**src/shared/wdog_consts.vh**
```
// Constants for the dual-mode watchdog: register map, field positions, timing
`ifndef WDOG_CONSTS_VH
`define WDOG_CONSTS_VH

// Register byte offsets
`define WD_CTRL_ADDR 4'h0
`define WD_STAT_ADDR 4'h4
`define WD_RESTART_ADDR 4'h8
`define WD_COUNT_ADDR 4'hC

// Control register fields
`define WD_CTRL_INT_EN 0
`define WD_CTRL_RST_EN 1
`define WD_CTRL_CHG_EN 2
`define WD_CTRL_PER_LO 4
`define WD_CTRL_PER_HI 7

// Status register fields
`define WD_STAT_IRQ 0
`define WD_STAT_RSTFLAG 1
`define WD_STAT_FUSE 2
`define WD_STAT_WIN 3

// Restart key written to the restart register
`define WD_RESTART_KEY 32'h0000A5A5

// Change-enable window length in CPU cycles
`define WD_CHG_WINDOW 3'h4

// Change window value that means closed
`define WD_CHG_CLOSED 3'h0

// Shortest timeout in oscillator ticks, and the width it is written in
`define WD_LIMIT_BASE 12'h800
`define WD_LIMIT_BASE_W 12

// Reset values
`define WD_PERIOD_RST 4'h0

`endif

```
**src/dual_mode_watchdog_config.v**
```verilog
// Dual-mode watchdog: interrupt and system-reset modes with timed change protection
//
// Summary of operation
// - With both modes on, an interrupt timeout clears the interrupt-mode enable.
// - A watchdog-caused system reset sets a readable watchdog reset flag.
// - A watchdog-caused system reset leaves the reset-mode enable set.
// - A programmed always-on fuse forces reset mode permanently enabled.
// - Clearing reset-mode enable needs change-enable set in the previous four cycles.
// - Changing the timeout period needs change-enable set in the previous four cycles.
// - Build option: unprogrammed fuse allows plain period writes.
// - Interrupt-mode writes and setting reset-mode take effect at once.
// - The restart instruction clears the count; software issues it regularly.
// - Interrupt mode off and reset mode on gives a plain reset watchdog.
// - With both modes on and the fuse unprogrammed, first timeout interrupts, next timeout resets.
// - Interrupt-mode timeout with global interrupts enabled sets the interrupt flag and requests an interrupt.
// - Count advances once per 128 kHz oscillator tick while enabled.
// - Count clears on every system reset and whenever the watchdog is disabled.
//
// Local design decisions: the register addresses and register access over Wishbone.
`include "wdog_consts.vh"
`default_nettype none

module dual_mode_watchdog_config #(
  parameter PLAIN_PERIOD_WRITE = 0,
  parameter PERIOD_W = 4,
  parameter COUNT_W = 20,
  parameter OSC_TICK_DIV = 195
) (
  // Clock, reset and the strap that names the reset cause
  input wire clk_i,
  input wire rst_i,
  input wire wd_rst_cause_i,
  // Core-side status and events
  input wire always_on_fuse_i,
  input wire global_irq_en_i,
  input wire restart_instruction_i,
  input wire osc_clk_i,
  // Wishbone slave
  input wire cyc_i,
  input wire stb_i,
  input wire we_i,
  input wire [3:0] adr_i,
  input wire [3:0] sel_i,
  input wire [31:0] dat_i,
  output reg [31:0] dat_o,
  output reg ack_o,
  // Requests towards the core
  output reg irq_o,
  output reg sys_reset_req_o
);

  // Oscillator clock is sampled as a plain pin: two flops, then an edge detector.
  // Tolerable because the 128 kHz source is far below the 25 MHz CPU clock.
  localparam N_PINS = 2;
  localparam PIN_OSC = 0;
  localparam PIN_FUSE = 1;

  wire [N_PINS-1:0] pin_raw;
  wire [N_PINS-1:0] pin_sync;
  wire osc_sync;
  reg osc_prev_r;
  wire osc_tick;
  wire fuse_on;

  reg int_en_r;
  reg int_en_nxt;
  reg rst_en_r;
  reg rst_en_nxt;
  reg [2:0] chg_cnt_r;
  reg [2:0] chg_cnt_nxt;
  reg [PERIOD_W-1:0] period_r;
  reg [PERIOD_W-1:0] period_nxt;
  reg irq_flag_r;
  reg irq_flag_nxt;
  reg sys_req_nxt;
  reg rst_flag_r;
  reg rst_flag_nxt;
  reg [COUNT_W-1:0] count_r;
  reg [COUNT_W-1:0] count_nxt;
  reg to_meta_r;
  reg to_sync_r;
  reg to_prev_r;
  reg timeout_r;
  reg timeout_nxt;
  reg [31:0] rd_nxt;
  wire timeout_evt;
  wire at_limit;

  wire wb_req;
  wire wb_commit;
  wire wr_ctrl;
  wire wr_restart;
  wire clr_irq;
  wire clr_rst_flag;
  wire chg_open;
  wire rst_en_eff;
  wire wd_active;
  wire plain_period;
  wire [COUNT_W-1:0] limit;

  // Address match for one register, shared by the write and clear decodes below
  function reg_hit;
    input [3:0] adr;
    input [3:0] offset;
    begin
      reg_hit = (adr == offset);
    end
  endfunction

  // Timeout limit in oscillator ticks for a period code: base << code
  function [COUNT_W-1:0] period_limit;
    input [PERIOD_W-1:0] code;
    begin
      period_limit = {{(COUNT_W-`WD_LIMIT_BASE_W){1'b0}}, `WD_LIMIT_BASE} << code;
    end
  endfunction

  // Write-one-to-clear decode of the status register, used for both flags
  function stat_clear;
    input [3:0] adr;
    input [3:0] sel;
    input [31:0] data;
    input integer bit_pos;
    begin
      stat_clear = reg_hit(adr, `WD_STAT_ADDR) && sel[0] && data[bit_pos];
    end
  endfunction

  assign wb_req = cyc_i && stb_i && !ack_o;
  // Writes land on the edge at which the master sees ack, as classic Wishbone expects
  assign wb_commit = cyc_i && stb_i && we_i && ack_o;
  assign wr_ctrl = wb_commit && sel_i[0] && reg_hit(adr_i, `WD_CTRL_ADDR);
  assign wr_restart = wb_commit && reg_hit(adr_i, `WD_RESTART_ADDR) && (dat_i == `WD_RESTART_KEY);
  assign clr_irq = wb_commit && stat_clear(adr_i, sel_i, dat_i, `WD_STAT_IRQ);
  assign clr_rst_flag = wb_commit && stat_clear(adr_i, sel_i, dat_i, `WD_STAT_RSTFLAG);
  assign chg_open = (chg_cnt_r != `WD_CHG_CLOSED);
  assign rst_en_eff = rst_en_r || fuse_on;
  assign wd_active = int_en_r || rst_en_eff;
  assign plain_period = (PLAIN_PERIOD_WRITE != 0) && !fuse_on;
  assign limit = period_limit(period_r);
  assign at_limit = (count_r >= limit - 1'b1);
  assign osc_tick = osc_sync && !osc_prev_r;
  assign timeout_evt = to_sync_r && !to_prev_r;

  assign pin_raw[PIN_OSC] = osc_clk_i;
  assign pin_raw[PIN_FUSE] = always_on_fuse_i;

  // One two-flop synchroniser per pin from outside the CPU clock
  genvar gi;
  generate
    for (gi = 0; gi < N_PINS; gi = gi + 1) begin : g_pin_sync
      reg meta_r;
      reg sync_r;
      always @(posedge clk_i) begin
        meta_r <= pin_raw[gi];
        sync_r <= meta_r;
      end
      assign pin_sync[gi] = sync_r;
    end
  endgenerate

  assign osc_sync = pin_sync[PIN_OSC];
  assign fuse_on = pin_sync[PIN_FUSE];

  // Only the synchronised copy feeds the edge detector
  always @(posedge clk_i) begin
    osc_prev_r <= osc_sync;
  end

  // Watchdog count, advanced on oscillator ticks
  always @* begin
    count_nxt = count_r;
    if (!wd_active || restart_instruction_i || wr_restart) begin
      count_nxt = {COUNT_W{1'b0}};
    end else if (osc_tick) begin
      // Count wraps on the timeout tick so the next period starts at once
      if (at_limit) begin
        count_nxt = {COUNT_W{1'b0}};
      end else begin
        count_nxt = count_r + 1'b1;
      end
    end
  end

  // A restart in the tick cycle cancels the timeout
  always @* begin
    timeout_nxt = 1'b0;
    if (wd_active && osc_tick && at_limit && !restart_instruction_i && !wr_restart) begin
      timeout_nxt = 1'b1;
    end
  end

  always @(posedge clk_i) begin
    if (rst_i) begin
      count_r <= {COUNT_W{1'b0}};
      timeout_r <= 1'b0;
    end else begin
      count_r <= count_nxt;
      timeout_r <= timeout_nxt;
    end
  end

  // Timeout pulse passes two flops before the mode logic acts on it
  always @(posedge clk_i) begin
    if (rst_i) begin
      to_meta_r <= 1'b0;
      to_sync_r <= 1'b0;
      to_prev_r <= 1'b0;
    end else begin
      to_meta_r <= timeout_r;
      to_sync_r <= to_meta_r;
      to_prev_r <= to_sync_r;
    end
  end

  // Next state of the mode bits, change window, period and flags
  always @* begin
    int_en_nxt = int_en_r;
    rst_en_nxt = rst_en_r;
    period_nxt = period_r;
    irq_flag_nxt = irq_flag_r;
    sys_req_nxt = sys_reset_req_o;
    chg_cnt_nxt = chg_cnt_r;
    // Change window counts down and closes by itself
    if (chg_open) begin
      chg_cnt_nxt = chg_cnt_r - 3'h1;
    end
    if (wr_ctrl) begin
      int_en_nxt = dat_i[`WD_CTRL_INT_EN];
      // Only an open window may take reset mode away
      if (dat_i[`WD_CTRL_RST_EN]) begin
        rst_en_nxt = 1'b1;
      end else if (chg_open) begin
        rst_en_nxt = 1'b0;
      end
      if (chg_open || plain_period) begin
        period_nxt = dat_i[`WD_CTRL_PER_HI:`WD_CTRL_PER_LO];
      end
      if (dat_i[`WD_CTRL_CHG_EN]) begin
        chg_cnt_nxt = `WD_CHG_WINDOW;
      end
    end
    // Clear first so that a timeout in the same cycle wins
    if (clr_irq) begin
      irq_flag_nxt = 1'b0;
    end
    if (timeout_evt) begin
      if (int_en_r && !fuse_on) begin
        if (global_irq_en_i) begin
          irq_flag_nxt = 1'b1;
        end
        if (rst_en_eff) begin
          int_en_nxt = 1'b0;
        end
      end else if (rst_en_eff) begin
        sys_req_nxt = 1'b1;
      end
    end
  end

  // Configuration and mode state
  always @(posedge clk_i) begin
    if (rst_i) begin
      int_en_r <= 1'b0;
      chg_cnt_r <= `WD_CHG_CLOSED;
      irq_flag_r <= 1'b0;
      sys_reset_req_o <= 1'b0;
      irq_o <= 1'b0;
      // A reset the watchdog caused keeps reset mode and its period
      if (!wd_rst_cause_i) begin
        rst_en_r <= 1'b0;
        period_r <= `WD_PERIOD_RST;
      end
    end else begin
      int_en_r <= int_en_nxt;
      rst_en_r <= rst_en_nxt;
      period_r <= period_nxt;
      chg_cnt_r <= chg_cnt_nxt;
      irq_flag_r <= irq_flag_nxt;
      sys_reset_req_o <= sys_req_nxt;
      irq_o <= irq_flag_r;
    end
  end

  // Reset flag survives the reset it reports
  always @* begin
    rst_flag_nxt = rst_flag_r;
    if (clr_rst_flag) begin
      rst_flag_nxt = 1'b0;
    end
  end

  always @(posedge clk_i) begin
    if (rst_i) begin
      rst_flag_r <= wd_rst_cause_i;
    end else begin
      rst_flag_r <= rst_flag_nxt;
    end
  end

  // Read word is assembled here and registered together with ack
  always @* begin
    rd_nxt = 32'h00000000;
    case (adr_i)
      `WD_CTRL_ADDR: begin
        rd_nxt[`WD_CTRL_INT_EN] = int_en_r;
        rd_nxt[`WD_CTRL_RST_EN] = rst_en_eff;
        rd_nxt[`WD_CTRL_CHG_EN] = chg_open;
        rd_nxt[`WD_CTRL_PER_HI:`WD_CTRL_PER_LO] = period_r;
      end
      `WD_STAT_ADDR: begin
        rd_nxt[`WD_STAT_IRQ] = irq_flag_r;
        rd_nxt[`WD_STAT_RSTFLAG] = rst_flag_r;
        rd_nxt[`WD_STAT_FUSE] = fuse_on;
        rd_nxt[`WD_STAT_WIN] = chg_open;
      end
      `WD_COUNT_ADDR: begin
        rd_nxt[COUNT_W-1:0] = count_r;
      end
      default: begin
        rd_nxt = 32'h00000000;
      end
    endcase
  end

  // Wishbone slave: one-cycle-late ack, unmapped reads return zero
  always @(posedge clk_i) begin
    if (rst_i) begin
      ack_o <= 1'b0;
      dat_o <= 32'h00000000;
    end else begin
      ack_o <= wb_req;
      dat_o <= 32'h00000000;
      if (wb_req && !we_i) begin
        dat_o <= rd_nxt;
      end
    end
  end

endmodule

`default_nettype wire

```
**config.mk**
```make
export PLATFORM = sky130hd
export DESIGN_NAME = dual_mode_watchdog_config
export DESIGN_NICKNAME = d
export VERILOG_FILES = /design/src/dual_mode_watchdog_config.v
export VERILOG_INCLUDE_DIRS = /design/src /design/src/shared
export SDC_FILE = /design/constraint.sdc
export NUM_CORES = 1
export LEC_CHECK = 0
export ABC_AREA = 1
export ABC_CLOCK_PERIOD_IN_PS = 6550
export BUFFER_PORTS_ARGS = -buffer_cell sky130_fd_sc_hd__buf_2
export CAP_MARGIN = 30
export CORE_UTILIZATION = 40
export DETAILED_ROUTE_END_ITERATION = 10
export PLACE_DENSITY = 0.73
export SLEW_MARGIN = 20
export SYNTH_ARGS = -nofsm -noshare
export SYNTH_HDL_FRONTEND = slang
export SYNTH_SLANG_ARGS = --single-unit
export TNS_END_PERCENT = 50
```
**constraint.sdc**
```tcl
create_clock -name clk_i -period 6.55 [get_ports clk_i]
set_clock_uncertainty 0.2 [all_clocks]
set_input_delay 1.31 -clock clk_i [delete_from_list [all_inputs] [get_ports clk_i]]
set_output_delay 1.31 -clock clk_i [all_outputs]
set_load 0.01 [all_outputs]
```
# Word level (Yosys, flattened, before mapping)

Cells that the tools add are included.

Add/sub/neg operators: 3
$mul: 0
Divide/modulo/power cells: 0
$lt $le $gt $ge: 1
Equal/unequal tests: 5
Shift operators: 1
Multiplexer cells: 27
Bitwise logic cells: 3
Reduce and logical (&&, ||, !) cells: 45

Operators with widths:

| cell                                                                  | number |
|---|---|
| 32-bit by 16-bit == test with 1-bit output (second input constant)    | 1 |
| 1-bit logical AND                                                     | 21 |
| 20-bit by 1-bit adder with 20-bit output (second input constant)      | 1 |
| 20-bit >= comparator                                                  | 1 |
| 20-bit 2-to-1 mux                                                     | 1 |
| 12-bit by 4-bit << shifter with 20-bit output (first input constant)  | 1 |
| 20-bit by 1-bit subtractor with 20-bit output (second input constant) | 1 |
| 1-bit 2-to-1 mux                                                      | 16 |
| 4-bit 2-to-1 mux                                                      | 4 |
| 3-bit 2-to-1 mux                                                      | 3 |
| 3-bit case mux with 3 select lines                                    | 1 |
| 3-bit AND reduction                                                   | 3 |
| 4-bit == test (second input constant)                                 | 2 |
| 1-bit logical NOT                                                     | 8 |
| 4-bit case mux with 2 select lines                                    | 1 |
| 2-bit nonzero test                                                    | 3 |
| 3-bit nonzero test                                                    | 2 |
| 4-bit by 3-bit == test with 1-bit output (second input constant)      | 1 |
| 4-bit logical NOT                                                     | 1 |
| 1-bit logical OR                                                      | 4 |
| 2-bit OR reduction                                                    | 2 |
| 1-bit NOT                                                             | 3 |
| 3-bit OR reduction                                                    | 1 |
| 3-bit by 1-bit subtractor with 3-bit output (second input constant)   | 1 |
| 2 further kinds                                                       | 2 |

Register bits: 75
Bits in latches: 0
RAM bits: 0
Bits in read-only memories: 0
Bits of input ports: 50
Output and inout port bits: 35
Logic and storage cells: 107
Memories: 0

# Longest topological paths before layout

Depth after elaboration: 9
Mapped depth: 17
Gate-level depth less buffers: 16

# Least setup slack after synthesis

No wires, ideal clock.

Kind: reg2reg
From: reg period_r[2]
To: reg count_r[2]
Arrival time: 2349 ps
Setup slack: 3884 ps
Cell stages (with the launch flop): 18
Path buffers: 1
Period minus slack after synthesis: 2666 ps
Cells stage by stage: edfxtp_1 > nor2_1 > nand3_1 > ha_1 > o21ai_2 > a21oi_1 > xor2_1 > ha_1 > nand2_1 > nor2_1 > nand2_1 > nor2_1 > nand2_1 > nand3_1 > nand2_1 > nand2_1 > buf_6 > nor2_1

Cells in the longest elaborated chain, start to end: 4

RTL lines:

| element                                       | RTL line                        | RTL |
|---|---|---|
| from (decl)                                   | dual_mode_watchdog_config.v:71  | `reg [PERIOD_W-1:0] period_r;` |
| from (signal assigned)                        | dual_mode_watchdog_config.v:272 | `` period_r <= `WD_PERIOD_RST; `` |
| from (signal assigned)                        | dual_mode_watchdog_config.v:277 | `period_r <= period_nxt;` |
| 12-bit by 4-bit << shifter with 20-bit output | dual_mode_watchdog_config.v:114 | `` period_limit = {{(COUNT_W-`WD_LIMIT_BASE_W){1'b0}}, `WD_LIMIT_BASE} << code; `` |
| 20-bit by 1-bit subtractor with 20-bit output | dual_mode_watchdog_config.v:141 | `assign at_limit = (count_r >= limit - 1'b1);` |
| 20-bit >= comparator                          | dual_mode_watchdog_config.v:141 |  |
| 20-bit 2-to-1 mux                             | dual_mode_watchdog_config.v:177 | `if (at_limit) begin` |
| to (signal assigned)                          | dual_mode_watchdog_config.v:195 | `count_r <= {COUNT_W{1'b0}};` |
| to (signal assigned)                          | dual_mode_watchdog_config.v:198 | `count_r <= count_nxt;` |
| to (decl)                                     | dual_mode_watchdog_config.v:78  | `reg [COUNT_W-1:0] count_r;` |

Every way passes these cells.
A chain may end at the register's enable or synchronous reset.

# Worst setup path in the final report

From: reg period_r[2]
To: reg count_r[12]

The elaborated chain is that of the path after synthesis.

==> metrics.yaml <==
status: "finished clean"
hold_viol: 0
p_leak_nw: 1.74
yosys.area.top_type_share_pct: 36.2
cts_root_buffer: "clkbuf_8"
ys_seq_elements: 63
synthesis.area_um2: 3150
nFillCells: 769
fin_crit_sh_pct: 50.9
wl_per_cell_um: 10.2
endpoint: "count_r[12]$_SDFFE_PP0P_"
muxShareOfSynthArea_pct: 0
cts_resized: 0
hp-class: "flop to flop"
critical_path_class: "flop to flop"
viasPerCell: 4.52
slew_headroom_pct: 54.5
post_route_cells_drive_above_1_share_pct: 21.6
fin_tns_setup_ns: 0
ys.flop_type: "dfxtp_1"
core_um2: 7690
synthDistinctLibCells: 34
internal_power_mw: 0.656
worstMarginPinSlew_ns: 0.681
grt_util_all_layers_pct: 16.0
required_ns: 6.55
ys.warnings.count: 0
cp-startpoint: "period_r[2]$_SDFFCE_PP0P_"
clkTransAtPathRegs_ns: 0.07
avgSynthCellArea_um2: 7.49
fin_util_pct: 48.7
clk_path_buf_depth: 2
timing.hold.ws_ns: 0.128
place.gp.congestion: 0.824
syn2layout_area_growth_pct: 18.8
final_antenna_net_count: 0
synth_seq_area_share_pct: 41.9
switching_share_pct: 25.7
r2r_end: "count_r[12]$_SDFFE_PP0P_"
p_clk_share_pct: 41.0
dp.cells: 586
critPathMaxFanout: 20
htreeDepth: 3
overflow: 0
ir_drop_uv: 125
worstHoldPathCells: 0
period_needed_ns: 3.33
start_util_pct: 41.0
dieWidth_um: 90.8
synth-simple-area-share_pct: 30.0
multi_input_area_um2: 1480
final_cells: 602
reg2reg_depth: 16
synth-compound-area-share_pct: 5.16
combPwrFrac_pct: 12.5
synth_fa_ha_area_share_pct: 5.56
maxCapViolCount: 0
dieArea_um2: 8240
cts_tree: "done"
critPathLaunchType: "flop"
clock_latency_ns: 0.34
antenna_found_initial: 0
via_count: 2719
drt_first_iter_violations: 112
post-cts-setup-buffers: 0
nNetsFinal: 559
drt-total-wl_um: 6140
yosysTopAreaCell: "dfxtp_1"
port_buffers: 69
async_flop_share_pct: 0
cts.sinks: 63
synth-xor-area-share_pct: 4.72
synth_top_family_by_area: "simple AND/OR/NAND/NOR gates"
num_rows: 32
dp_hpwl_um: 4850
r2r_slack_ns: 3.22
grt_setup_unrepaired: "false"
synth-edff-count: 6
p_seq_share_pct: 46.4
route.detailed.drc: 0
max_freq_mhz: 300
p_sw_mw: 0.226
grt_pass1_wl_um: 10400
grt_pass1_vias: 2542
report.final.slew_viol_count: 0
grt_max_degree: 21
endpoint_kind: "flop"
worstPathArrival_ns: 3.33
reg2reg_from: "period_r[2]$_SDFFCE_PP0P_"
power_density_nw_per_um2: 236
synthTopCellsByArea: "dfxtp_1, nand2_1, nor2_1"
ys_top_cells_by_count: "nand2_1, nor2_1, inv_1"
regArea_um2: 1320
first_pass_iters: 5
hold_buffers: 0
die_h_um: 90.8
diodes: 0
netlist_instances: 421
numCtsBuffers: 9
io_pins: 85
setup_viol: 0
[area by class of cell]
class / count / area share, %
multi-input cells: 284 / 39.5
flip-flops and latches: 63 / 35.3
repair buffers: 69 / 9.22
inverters: 68 / 6.82
clock buffers: 12 / 4.45
well taps: 102 / 3.41
clock inverters: 4 / 1.34
[sequential cells by signal, indices dropped and copies added (netlist names)]
signal	count
rst_en_r	1
rst_flag_r	1
to_sync_r	1
g_pin_sync.sync_r	1
sys_reset_req_o	1
to_prev_r	1
irq_o	1
count_r	20
ack_o	1
fuse_on	1
timeout_r	1
osc_prev_r	1
irq_flag_r	1
chg_cnt_r	3
dat_o	20
int_en_r	1
to_meta_r	1
g_pin_sync.meta_r	2
period_r	4
[through the flow]
step                      setup WS, ns  area, um2  power (mW)
after global routing              2.92       3740       0.924
after detailed placement          3.22       3530       0.529
after CTS                         3.18       3740       0.889
after global placement            3.29       3530       0.524
after floorplan                   3.88       3190       0.502
final                             3.22       3740       0.882
[logic make-up (layout without fill, tap and decap cells)]
group                      after synthesis  count (layout)
and+or+nand+nor                        213             213
buffers and inverters                   85             153
DFF                                     63              63
AOI/OAI and AO/OA                       28              28
xor gates and xnor gates                17              17
adders and majority gates               14              14
other                                    1              12
[power by group through the flow]
stage / sequential (mW) / combinational, mW / clock, mW
CTS: 0.409 / 0.112 / 0.368
finish: 0.410 / 0.110 / 0.362
floorplan: 0.417 / 0.0852 / 0
detailed placement: 0.418 / 0.111 / 0
global route: 0.411 / 0.127 / 0.386
global placement: 0.418 / 0.106 / 0
[layer usage]
| metal | vias to the layer above | track usage, % | wire length [um] |
|---|---|---|---|
| li1 | 1430 | - | - |
| met1 | 1187 | 18.0 | 2790 |
| met2 | 90 | 28.4 | 2920 |
| met3 | 12 | 4.38 | 319 |
| met4 | 0 | 6.18 | 117 |
| met5 | - | 0 | 0 |
[worst min-delay path by stage]
stage / from / to
after detailed placement: g_pin_sync[0].meta_r$_DFF_P_ / g_pin_sync[0].sync_r$_DFF_P_
after global placement: g_pin_sync[1].meta_r$_DFF_P_ / fuse_on$_DFF_P_
after CTS: g_pin_sync[0].meta_r$_DFF_P_ / g_pin_sync[0].sync_r$_DFF_P_
final: g_pin_sync[0].meta_r$_DFF_P_ / g_pin_sync[0].sync_r$_DFF_P_
after floorplan: g_pin_sync[1].meta_r$_DFF_P_ / fuse_on$_DFF_P_
after global routing: g_pin_sync[1].meta_r$_DFF_P_ / fuse_on$_DFF_P_
[critical path, cell delays in order, from the launching register on]
cell and delay (ns):
edfxtp_1 0.44, nor2_1 0.31, nand3_1 0.12, ha_1 0.25
o21ai_2 0.10, a21oi_1 0.08, xor2_1 0.15, ha_1 0.30
nand2_1 0.07, nor2_1 0.18, nand2_1 0.08, nor2_1 0.08
nand2_1 0.05, nand3_1 0.07, nand2_1 0.08, nand2_1 0.52
nor2_1 0.09
[layout by cell type, fill, tap and decap left out, types with 4 or more instances in the layout]
cell type / synthesis / layout
a21oi_1: 6 / 6
buf_2: 0 / 69
clkbuf_8: 0 / 10
conb_1: 1 / 12
dfxtp_1: 57 / 57
edfxtp_1: 6 / 6
ha_1: 14 / 14
inv_1: 66 / 66
nand2_1: 78 / 78
nand3_1: 22 / 22
nand4_1: 5 / 5
nor2_1: 78 / 78
nor2_2: 12 / 12
nor3_1: 7 / 7
o21ai_0: 9 / 9
o21ai_1: 4 / 4
xor2_1: 15 / 15
No activity file was read; power rests on OpenSTA's default activity.
